===== src/core/drive_inputs_consts.svh =====
// Constants for the drive terminal input routing block
`ifndef DRIVE_INPUTS_CONSTS_SVH
`define DRIVE_INPUTS_CONSTS_SVH

// Register byte offsets
`define REG_PROFILE     8'h00
`define REG_SETTINGS    8'h04
`define REG_STATUS      8'h08
`define REG_CONSOLE     8'h0C
`define REG_RAMP        8'h10
`define REG_RESTART     8'h14
`define REG_MAP_BASE    8'h40
// Reset values
`define PROFILE_RESET   3'h0
`define RAMP_RESET_S    16'h000A
`define OVR_RAMP_RESET  16'h000A
`define RESTART_RESET   8'h00
// Source code fields: bits 2:0 terminal, bits 4:3 sense
`define SRC_SEL_LSB     0
`define SRC_SENSE_LSB   3
// Settings register fields
`define SET_REVPERM_BIT 0
`define SET_CONRUN_BIT  1
`define SET_CONREV_BIT  2
`define SET_OVRRAMP_LSB 16
// Bus wait states before an answer
`define BUS_WAIT_CYCLES 2'h1

`endif


===== src/core/drive_inputs_pkg.sv =====
// Types for the drive terminal input routing block
`default_nettype none
package drive_inputs_pkg;

    // Terminal profile codes
    typedef enum logic [2:0] {
        PROF_STANDARD = 3'h0,
        PROF_HVAC     = 3'h1,
        PROF_POWERUP  = 3'h2,
        PROF_FWDREV   = 3'h3,
        PROF_MACH1    = 3'h4,
        PROF_MACH2    = 3'h5,
        PROF_MACH3    = 3'h6,
        PROF_CUSTOM   = 3'h7
    } profile_t;

    // Physical source choice
    typedef enum logic [2:0] {
        SRC_OFF   = 3'h0,
        SRC_T1    = 3'h1,
        SRC_T2    = 3'h2,
        SRC_T3    = 3'h3,
        SRC_T4    = 3'h4,
        SRC_EN    = 3'h5,
        SRC_ON    = 3'h6
    } src_sel_t;

    // Sense of an assigned source
    typedef enum logic [1:0] {
        SENSE_HIGH = 2'h0,
        SENSE_LOW  = 2'h1,
        SENSE_RISE = 2'h2,
        SENSE_FALL = 2'h3
    } sense_t;

    // One function's source assignment
    typedef struct packed {
        sense_t   sense;
        src_sel_t sel;
    } src_t;

    // Bus access state
    typedef enum logic [1:0] {
        BUS_IDLE = 2'h0,
        BUS_WAIT = 2'h1,
        BUS_DONE = 2'h2
    } bus_state_t;

    // Drive command outputs
    typedef struct packed {
        logic        run;
        logic        reverse;
        logic        inching;
        logic        override_mode;
        logic        remote_ref;
        logic        trip_clear;
        logic        ref_up;
        logic        ref_down;
        logic        trip_mask;
        logic        restart_unlimited;
        logic [15:0] ramp_s;
    } drive_cmd_t;

endpackage : drive_inputs_pkg
`default_nettype wire


===== src/core/drive_run_command_inputs.sv =====
// Terminal input routing, run latch and command arbitration
`include "drive_inputs_consts.svh"
`default_nettype none
module drive_run_command_inputs
    import drive_inputs_pkg::*;
#(
    parameter int NUM_FUNCS = 12,  // Logical control functions
    parameter int NUM_TERMS = 4    // Physical input terminals
)(
    input  wire logic                  clk_sys,
    input  wire logic                  rst_n,
    input  wire logic [NUM_TERMS-1:0]  input_terminal,
    input  wire logic                  enable_terminal,
    input  wire logic [7:0]            avs_address,
    input  wire logic                  avs_read,
    input  wire logic                  avs_write,
    input  wire logic [31:0]           avs_writedata,
    input  wire logic [3:0]            avs_byteenable,
    output logic [31:0]                avs_readdata,
    output logic                       avs_waitrequest,
    output logic [1:0]                 avs_response,
    output drive_cmd_t                 drive_cmd
);

    // Function indices
    localparam int F_FWD_LATCH = 0;
    localparam int F_REV_LATCH = 1;
    localparam int F_PERMIT_N  = 2;
    localparam int F_FWD_HELD  = 3;
    localparam int F_REV_HELD  = 4;
    localparam int F_REF_UP    = 5;
    localparam int F_REF_DOWN  = 6;
    localparam int F_TRIP_CLR  = 7;
    localparam int F_OVERRIDE  = 8;
    localparam int F_INCH_FWD  = 9;
    localparam int F_INCH_REV  = 10;
    localparam int F_REMOTE    = 11;

    // Refuse sizes the logic cannot serve
    if (NUM_FUNCS != 12 || NUM_TERMS != 4)
    begin : g_size_check
        $error("drive_run_command_inputs serves 12 functions and 4 terminals");
    end

    // Whole module state
    typedef struct packed {
        logic [NUM_TERMS:0] sync1;      // First stage, terminals plus enable
        logic [NUM_TERMS:0] sync2;      // Second stage
        logic [NUM_TERMS:0] sync3;      // Third stage
        logic [NUM_TERMS:0] level;      // Agreed input levels
        logic [NUM_TERMS:0] level_d;    // Levels one cycle earlier
        profile_t           profile;    // Chosen terminal profile
        logic               rev_perm;   // Reverse permission
        logic               con_run;    // Console run command
        logic               con_rev;    // Console direction
        logic [15:0]        ovr_ramp;   // Override ramp seconds
        logic [15:0]        ramp;       // Normal ramp seconds
        logic [7:0]         restart;    // Auto restart count
        logic               latch_run;  // Run latch
        logic               latch_rev;  // Latched direction
        logic [15:0]        console_ref; // Console speed reference
        src_t [11:0]        map;        // Custom source table
        bus_state_t         bus;        // Bus answer state
        logic [31:0]        rdata;      // Read data
        logic [1:0]         resp;       // Bus response
        drive_cmd_t         cmd;        // Registered drive commands
    } state_t;

    state_t state_reg;   // Registered state
    state_t state_next;  // Next state

    // Source code from terminal, sense high
    function automatic src_t src(input src_sel_t s);
        src = '{sense: SENSE_HIGH, sel: s};
    endfunction : src

    // Evaluate one source under its sense
    function automatic logic eval_src(
        input src_t               s,
        input logic [NUM_TERMS:0] lv,
        input logic [NUM_TERMS:0] lv_d
    );
        logic now_v;
        logic old_v;
        now_v = 1'b0;
        old_v = 1'b0;
        case (s.sel)
            SRC_T1:  begin now_v = lv[0]; old_v = lv_d[0]; end
            SRC_T2:  begin now_v = lv[1]; old_v = lv_d[1]; end
            SRC_T3:  begin now_v = lv[2]; old_v = lv_d[2]; end
            SRC_T4:  begin now_v = lv[3]; old_v = lv_d[3]; end
            SRC_EN:  begin now_v = lv[4]; old_v = lv_d[4]; end
            SRC_ON:  begin now_v = 1'b1;  old_v = 1'b1;    end
            default: begin now_v = 1'b0;  old_v = 1'b0;    end
        endcase
        case (s.sense)
            SENSE_HIGH: eval_src = now_v;
            SENSE_LOW:  eval_src = (s.sel == SRC_OFF) ? 1'b0 : !now_v;
            SENSE_RISE: eval_src = now_v && !old_v;
            SENSE_FALL: eval_src = !now_v && old_v;
            default:    eval_src = 1'b0;
        endcase
    endfunction : eval_src

    // Profile routing table
    function automatic src_t [11:0] profile_map(input profile_t p, input src_t [11:0] custom);
        src_t [11:0] m;
        m = '{default: src(SRC_OFF)};
        case (p)
            PROF_STANDARD:
            begin
                m[F_FWD_LATCH] = src(SRC_T3);
                m[F_PERMIT_N]  = src(SRC_T2);
                m[F_TRIP_CLR]  = src(SRC_T1);
                m[F_REMOTE]    = src(SRC_T4);
            end
            PROF_HVAC:
            begin
                m[F_FWD_LATCH] = src(SRC_T2);
                m[F_PERMIT_N]  = src(SRC_T1);
                m[F_TRIP_CLR]  = src(SRC_EN);
                m[F_OVERRIDE]  = src(SRC_T3);
                m[F_REMOTE]    = src(SRC_T4);
            end
            PROF_POWERUP:
            begin
                m[F_FWD_LATCH] = src(SRC_EN);
                m[F_PERMIT_N]  = src(SRC_EN);
                m[F_TRIP_CLR]  = src(SRC_EN);
                m[F_REMOTE]    = src(SRC_EN);
            end
            PROF_FWDREV:
            begin
                m[F_FWD_LATCH] = src(SRC_T2);
                m[F_REV_LATCH] = src(SRC_T3);
                m[F_PERMIT_N]  = src(SRC_T1);
                m[F_REMOTE]    = src(SRC_T4);
            end
            PROF_MACH1:
            begin
                m[F_FWD_LATCH] = src(SRC_T2);
                m[F_PERMIT_N]  = src(SRC_T1);
                m[F_INCH_FWD]  = src(SRC_T3);
                m[F_REMOTE]    = src(SRC_T4);
            end
            PROF_MACH2:
            begin
                m[F_FWD_HELD]  = src(SRC_T1);
                m[F_REV_HELD]  = src(SRC_T2);
                m[F_INCH_FWD]  = src(SRC_T3);
                m[F_INCH_REV]  = src(SRC_T4);
                m[F_REMOTE]    = src(SRC_EN);
            end
            PROF_MACH3:
            begin
                m[F_FWD_LATCH] = src(SRC_T2);
                m[F_PERMIT_N]  = src(SRC_T1);
                m[F_REF_UP]    = src(SRC_T3);
                m[F_REF_DOWN]  = src(SRC_T4);
                m[F_REMOTE]    = src(SRC_EN);
            end
            // Custom uses the editable table
            PROF_CUSTOM: m = custom;
            default:     m = '{default: src(SRC_OFF)};
        endcase
        profile_map = m;
    endfunction : profile_map

    // Function states, routed by the chosen profile
    src_t [11:0]       routing;   // applied map
    logic [11:0]       func;      // Evaluated function inputs
    logic              bus_req;   // Bus request present
    logic              bus_wr;    // Write taken this cycle
    logic              map_hit;   // Address in custom table
    logic [3:0]        map_idx;   // Table entry index
    logic              ovr;       // Override active
    logic              fwd_req;   // Forward request
    logic              rev_req;   // Reverse request
    logic              inch;      // Inching active
    logic [31:0]       wmask;     // Byte enable mask
    drive_cmd_t        cmd_comb;  // Commands before the register

    // Combinational routing and evaluation
    always_comb
    begin
        routing = profile_map(state_reg.profile, state_reg.map);
        for (int i = 0; i < 12; i++)
        begin
            func[i] = eval_src(routing[i], state_reg.level, state_reg.level_d);
        end
    end

    // Next state logic
    always_comb
    begin
        state_next = state_reg;
        // Three stage sync, change when stages two and three agree
        state_next.sync1   = {enable_terminal, input_terminal};
        state_next.sync2   = state_reg.sync1;
        state_next.sync3   = state_reg.sync2;
        state_next.level_d = state_reg.level;
        for (int i = 0; i <= NUM_TERMS; i++)
        begin
            if (state_reg.sync2[i] == state_reg.sync3[i])
                state_next.level[i] = state_reg.sync3[i];
        end

        ovr = func[F_OVERRIDE];
        if (func[F_REMOTE])
        begin
            if (func[F_FWD_LATCH] && !func[F_REV_LATCH] && !func[F_PERMIT_N])
            begin
                state_next.latch_run = 1'b1;
                state_next.latch_rev = 1'b0;
            end
            else if (func[F_REV_LATCH] && !func[F_FWD_LATCH] && !func[F_PERMIT_N])
            begin
                state_next.latch_run = 1'b1;
                state_next.latch_rev = 1'b1;
            end
        end
        if (func[F_PERMIT_N]) state_next.latch_run = 1'b0;
        if (func[F_INCH_FWD] || func[F_INCH_REV]) state_next.latch_run = 1'b0;
        // Drive commands leave through a register
        state_next.cmd = cmd_comb;

        if (func[F_REF_UP] && !func[F_REF_DOWN] && state_reg.console_ref != 16'hFFFF)
            state_next.console_ref = state_reg.console_ref + 16'h0001;
        else if (func[F_REF_DOWN] && !func[F_REF_UP] && state_reg.console_ref != 16'h0000)
            state_next.console_ref = state_reg.console_ref - 16'h0001;

        // Bus slave: two wait cycles, then answer
        bus_req  = avs_read || avs_write;
        bus_wr   = 1'b0;
        map_hit  = avs_address >= `REG_MAP_BASE && avs_address < (`REG_MAP_BASE + 8'h30);
        map_idx  = 4'((avs_address - `REG_MAP_BASE) >> 2);
        wmask    = {{8{avs_byteenable[3]}}, {8{avs_byteenable[2]}},
                    {8{avs_byteenable[1]}}, {8{avs_byteenable[0]}}};
        case (state_reg.bus)
            BUS_IDLE: if (bus_req) state_next.bus = BUS_WAIT;
            BUS_WAIT:
            begin
                state_next.bus   = BUS_DONE;
                state_next.resp  = 2'h0;
                state_next.rdata = 32'h0000_0000;
                case (avs_address)
                    `REG_PROFILE:  state_next.rdata = {29'h0, state_reg.profile};
                    `REG_SETTINGS: state_next.rdata = {state_reg.ovr_ramp, 13'h0,
                                       state_reg.con_rev, state_reg.con_run, state_reg.rev_perm};
                    `REG_STATUS:   state_next.rdata = {15'h0, state_reg.level,
                                       func[11:4], state_reg.latch_run, state_reg.latch_rev,
                                       ovr, 1'b0};
                    `REG_CONSOLE:  state_next.rdata = {16'h0, state_reg.console_ref};
                    `REG_RAMP:     state_next.rdata = {16'h0, state_reg.ramp};
                    `REG_RESTART:  state_next.rdata = {24'h0, state_reg.restart};
                    default:
                    begin
                        if (map_hit && state_reg.profile == PROF_CUSTOM)
                            state_next.rdata = {27'h0, state_reg.map[map_idx]};
                        else
                            state_next.resp = 2'h2;
                    end
                endcase
            end
            // Write lands on the edge that sees waitrequest low
            BUS_DONE:
            begin
                state_next.bus = BUS_IDLE;
                bus_wr = avs_write;
                if (bus_wr)
                begin
                    case (avs_address)
                        `REG_PROFILE:
                            if (avs_byteenable[0]) state_next.profile = profile_t'(avs_writedata[2:0]);
                        `REG_SETTINGS:
                        begin
                            if (avs_byteenable[0])
                            begin
                                state_next.rev_perm = avs_writedata[`SET_REVPERM_BIT];
                                state_next.con_run  = avs_writedata[`SET_CONRUN_BIT];
                                state_next.con_rev  = avs_writedata[`SET_CONREV_BIT];
                            end
                            state_next.ovr_ramp = (avs_writedata[31:16] & wmask[31:16])
                                | (state_reg.ovr_ramp & ~wmask[31:16]);
                        end
                        `REG_CONSOLE:
                            state_next.console_ref = (avs_writedata[15:0] & wmask[15:0])
                                | (state_reg.console_ref & ~wmask[15:0]);
                        `REG_RAMP:
                            if (!ovr) state_next.ramp = (avs_writedata[15:0] & wmask[15:0])
                                | (state_reg.ramp & ~wmask[15:0]);
                        `REG_RESTART:
                            if (!ovr && avs_byteenable[0]) state_next.restart = avs_writedata[7:0];
                        default:
                            if (map_hit && state_reg.profile == PROF_CUSTOM && avs_byteenable[0])
                            begin
                                state_next.map[map_idx] = avs_writedata[4:0];
                            end
                    endcase
                end
            end
            default:  state_next.bus = BUS_IDLE;
        endcase
    end

    // Bus handshake outputs
    always_comb
    begin
        avs_waitrequest = !(state_reg.bus == BUS_DONE);
        avs_readdata    = state_reg.rdata;
        avs_response    = state_reg.resp;
        drive_cmd       = state_reg.cmd;
    end

    // Run arbitration
    always_comb
    begin
        // Remote path uses terminal commands
        // held runs, permit ignored
        fwd_req = func[F_FWD_HELD] || (state_reg.latch_run && !state_reg.latch_rev);
        rev_req = func[F_REV_HELD] || (state_reg.latch_run && state_reg.latch_rev);
        if (!func[F_REMOTE])
        begin
            fwd_req = state_reg.con_run && !state_reg.con_rev;
            rev_req = state_reg.con_run && state_reg.con_rev;
        end
        inch = func[F_INCH_FWD] ^ func[F_INCH_REV];
        if (func[F_INCH_FWD] || func[F_INCH_REV])
        begin
            fwd_req = func[F_INCH_FWD];
            rev_req = func[F_INCH_REV];
        end
        if (!state_reg.rev_perm) rev_req = 1'b0;
        cmd_comb = '0;
        cmd_comb.run     = fwd_req ^ rev_req;
        cmd_comb.reverse = rev_req && !fwd_req;
        // Inching flagged only while it moves the motor
        cmd_comb.inching = inch && (fwd_req ^ rev_req);
        if (ovr)
        begin
            cmd_comb.run     = 1'b1;
            cmd_comb.reverse = 1'b0;
            cmd_comb.inching = 1'b0;
        end
        cmd_comb.override_mode = ovr;
        cmd_comb.remote_ref = func[F_REMOTE];
        cmd_comb.trip_clear = func[F_TRIP_CLR];
        cmd_comb.ref_up     = func[F_REF_UP];
        cmd_comb.ref_down   = func[F_REF_DOWN];
        cmd_comb.trip_mask         = ovr;
        cmd_comb.restart_unlimited = ovr;
        cmd_comb.ramp_s = ovr ? state_reg.ovr_ramp : state_reg.ramp;
    end

    // State register
    always_ff @(posedge clk_sys or negedge rst_n)
    begin
        if (!rst_n)
        begin
            state_reg          <= '0;
            state_reg.profile  <= profile_t'(`PROFILE_RESET);
            state_reg.ramp     <= `RAMP_RESET_S;
            state_reg.cmd.ramp_s <= `RAMP_RESET_S;
            state_reg.ovr_ramp <= `OVR_RAMP_RESET;
            state_reg.restart  <= `RESTART_RESET;
            state_reg.bus      <= BUS_IDLE;
        end
        else
        begin
            state_reg <= state_next;
        end
    end

endmodule : drive_run_command_inputs
`default_nettype wire


===== config.mk =====
export PLATFORM = sky130hd
export DESIGN_NAME = drive_run_command_inputs
export DESIGN_NICKNAME = d
export VERILOG_FILES = /design/src/core/drive_inputs_pkg.sv /design/src/core/drive_run_command_inputs.sv
export VERILOG_INCLUDE_DIRS = /design/src /design/src/core
export SDC_FILE = /design/constraint.sdc
export NUM_CORES = 1
export LEC_CHECK = 0
export BUFFER_PORTS_ARGS = -buffer_cell sky130_fd_sc_hd__buf_2
export CORE_MARGIN = 5
export CORE_UTILIZATION = 40
export CTS_BUF_LIST = sky130_fd_sc_hd__clkbuf_4 sky130_fd_sc_hd__clkbuf_8 sky130_fd_sc_hd__clkbuf_16
export DETAILED_ROUTE_END_ITERATION = 6
export GPL_TIMING_DRIVEN = 1
export PLACE_DENSITY = 0.68
export SYNTH_ARGS = -nofsm -noshare
export SYNTH_HDL_FRONTEND = slang
export SYNTH_SLANG_ARGS = --single-unit

===== constraint.sdc =====
create_clock -name clk_sys -period 4.6 [get_ports clk_sys]
set_input_delay 0.92 -clock clk_sys [delete_from_list [all_inputs] [get_ports clk_sys]]
set_output_delay 0.92 -clock clk_sys [all_outputs]
set_load 0.01 [all_outputs]

==> impl.org <==
** Run status
- Outcome :: complete, no violations

** Floorplan
- Full die area :: roughly 0.035 mm2
- Total number of placement rows :: 64
- The die is approximately 190 um wide.
- Ports placed on the boundary :: 114
- Once the floorplan was initialized, standard cells occupied 40.7% of the core.
- Y dimension of the die :: 187 um
- The region available for standard cell placement spans a little over 0.03 mm2.

** Timing
- Slew Limit Fails :: 0
- The worst path in the final design needs a cycle of 3.81 ns, including I/O delays and setup.
- Derived from the worst setup path, the maximum achievable clock frequency is 263 MHz.
- Worst hold slack :: around 0.35 ns
- For the pin with the worst max-slew slack, the measured transition is 1.01 ns.
- After layout, the worst path uses 82.7% of the clock period.
- Final Hold Vio Count :: 0
- The worst pin sits at a relative slew slack of 32.7%.
- Number of setup violations in the final report :: 0
- RSZ-0062 raised after global routing :: false
- The clock arrives with ~0.014 ns of skew.
- Post-route setup TNS :: 0 ns

** GRT
- Global-route total usage across every layer :: 21.0%
- Layer carrying the most global-route usage :: met2
- For this run, global-route usage on met2 was measured as 33.8%.
- Entering global routing, the biggest net connects 123 pins.
- Number of global-route vias before repair :: between 10000 and 15000
- The initial antenna violation count is 1.
- GRT Residual Overflow :: 0
- The first global-routing pass estimated between 50000 and 60000 um of wire.
- Met1 track demand over resource :: between 20 and 30%
- Global routing consumed, on the met3 layer, 4.35% of the routing resources.

** Yosys
- Cells after Synth :: ~1300
- In this run, distinct cell masters in the synthesized netlist total 87.
- Yosys mapped a number of flops with a built-in enable equal to 0.
- In the synthesized netlist, the cells that appear most often are dfrtp_1, mux2_2, nand2_1.
- Sequential elements use 41.6% of the synthesized area.
- Cell type with the highest aggregate area in the netlist :: dfrtp_1
- Post-synthesis average cell area :: ~9.8 um2
- Leading cell type by number of instances after synthesis :: dfrtp_1
- Async set-or-reset flop fraction in the synthesized netlist :: 100%
- Flip-flop and latch count after synthesis :: 208
- In this run the cell area of the synthesized design comes to around 0.013 mm2.
- Top_reg_cell synth :: dfrtp_1
- Leading cell types by total area after synthesis :: dfrtp_1, mux2_2, buf_4, nand2_1, mux4_2
- When the netlist entered floorplanning its net count stood at 1336.
- During synthesis, Yosys emitted a total of 0 warnings.
- The top cell type by area accounts for between 40 and 50% of the synthesized area.

** Hold path
- Hold crit path type :: flip-flop to flip-flop

** Placement
- Final HPWL DP :: 26600 um
- Post-placement cell area :: 0.0130 mm2
- Count of buffers from port buffering :: about 110
- Routability Congestion :: approximately 0.99

** CTS
- The number of clock buffers added by TritonCTS is 24.
- CTS built an H-tree with a depth of 1.
- Clock Tree Buf Depth :: 3
- Library cell used as clock root buffer :: clkbuf_16
- Number of buffers inserted for hold repair after clock tree synthesis :: 0
- Latest clock arrival within the worst-skew pair :: 0.52 ns
- After clock tree synthesis, the clock-pin slew on the worst setup and hold paths is 0.07 ns.
- TritonCTS Sinks :: 208
- TritonCTS built the clock tree.
- Post-CTS setup buffer count :: 0
- In this run, post-CTS repair resized a total of 0 instances.

** Power and ir drop
- Worst vdd ir :: 0.225 mV
- Power per unit of standard cell area :: 333 mW/mm2
- Leakage :: 6.28 nW
- The completed layout was analyzed and its total power is ~4.6 mW.

** Worst setup path
- The number of buffers and inverters on the critical path is 3.
- CP cell instances :: buf_4 > nand3_2 > o21ai_0 > a31oi_1 > o21ai_0 > inv_1 > ha_1 > inv_1 > nor2_1 > a221oi_1 > ha_1 > nor3b_1
- The kind of cell with the highest combined delay along the critical path is compound AO/OA/AOI/OAI gates.
- Crit Path Class :: flip-flop to flip-flop
- Among all stages on the critical path, the largest delay is contributed by dfrtp_1.
- STA puts the critical path data arrival time at 4.24 ns.
- STA classifies the critical path endpoint as a flip-flop.
- Largest fanout of any net on the critical path :: 18
- At the worst endpoint, the required time is 5.03 ns.
- Category of the worst setup path launch point :: flip-flop
- On the worst path, the slowest cell contributes a delay of 0.64 ns.

** Finish
- Total non-filler cell area in the finished layout :: 0.0138 mm2
- Area overhead of the layout relative to synthesis :: 9.80%
- Fraction of layout cells with a size suffix above 1 :: 26.7%
- The net count of the finished layout is 1342.

** Detailed routing
- After detailed routing, the average wire length per cell comes to 22.5 um.
- Routed wire length :: 38200 um
- Starting DRT DRC Count :: 1251
- Number of nets with antenna violations after routing :: 0
- Post-DR vias/cell :: 6.25
- Detailed routing inserted a total of around 11000 vias.
- In the routed design, unresolved DRC markers number 0.
- The first detailed-routing pass ran for 6 iterations.

** Run
- Number of maximum-capacitance constraint violations :: 0
-- routing by layer --
metal  vias to the layer above  share of wire (%)  wire, um
li1                       4678                  -         -
met1                      5231                 41     15700
met2                       564                 46     17500
met3                       120                9.2      3530
met4                         0                3.8      1450
met5                         -                  0         0
-- cell families after synthesis --
family,synth area share (%)
AOI/OAI and AO/OA,15.7
xor gates and xnor gates,0.0699
adders and majority gates,1.20
buffers and inverters,7.77
DFF,41.6
muxes,16.2
other,0.0299
and+or+nand+nor,17.4
-- worst register-to-register path: cells and delay by family, from the launching register on --
family / cells / cell delay (ns)
compound gates: 4 / 1.34
fa+ha+maj: 2 / 0.51
buf+inv: 3 / 0.55
flops: 1 / 0.64
simple gates: 3 / 0.67
-- through the flow --
stage	worst slack (ns)	util, %	instances
2_1_floorplan	1.22	-	1275
3_3_place_gp	0.958	42.1	1651
3_5_place_dp	0.868	42.1	1651
4_1_cts	0.833	44.7	1694
5_1_grt	0.362	44.7	1695
6_report	0.794	44.7	1695
-- layout by cell type (no fill, tap or decap), types with 22 or more instances in the layout --
cell type and n:
dfrtp_1 202, mux2_2 120, nand2_1 116, buf_2 111, nor2_1 67, o21ai_0 56
nand3_1 48, a21oi_1 43, mux2i_1 32, inv_1 30, nand2b_1 25, clkbuf_16 24
buf_4 24, and3_1 22
-- worst paths after layout --
path                                      start               to  slack [ns]  depth (start not counted)
min in group asynchronous                 rst_n  state_next[204]        0.49                          1
worst max-delay path             state_reg[185]    drive_cmd[23]        0.79                         12
worst min register to register  state_next[202]  state_next[197]        0.35                          0
max in group asynchronous                 rst_n        async pin        2.94                          2
worst min-delay path            state_next[202]  state_next[197]        0.35                          0
worst max register to register   state_reg[185]    drive_cmd[23]        0.79                         12
-- where the power goes --
group	switching (mW)	total (mW)	internal, mW
Clock	0.763	1.90	1.14
Combinational	0.413	0.630	0.218
Sequential	0.124	2.05	1.92
Total	1.30	4.58	3.28
-- cell type report --
class	count	area [um2]
clock inverters	7	73.8
repair buffers	137	771
well taps	396	495
diodes	1	2.50
inverters	30	113
flip-flops and latches	208	5210
clock buffers	36	722
fillers	2947	17000
multi-input cells	880	6360
(Power assumes the default switching activity.)
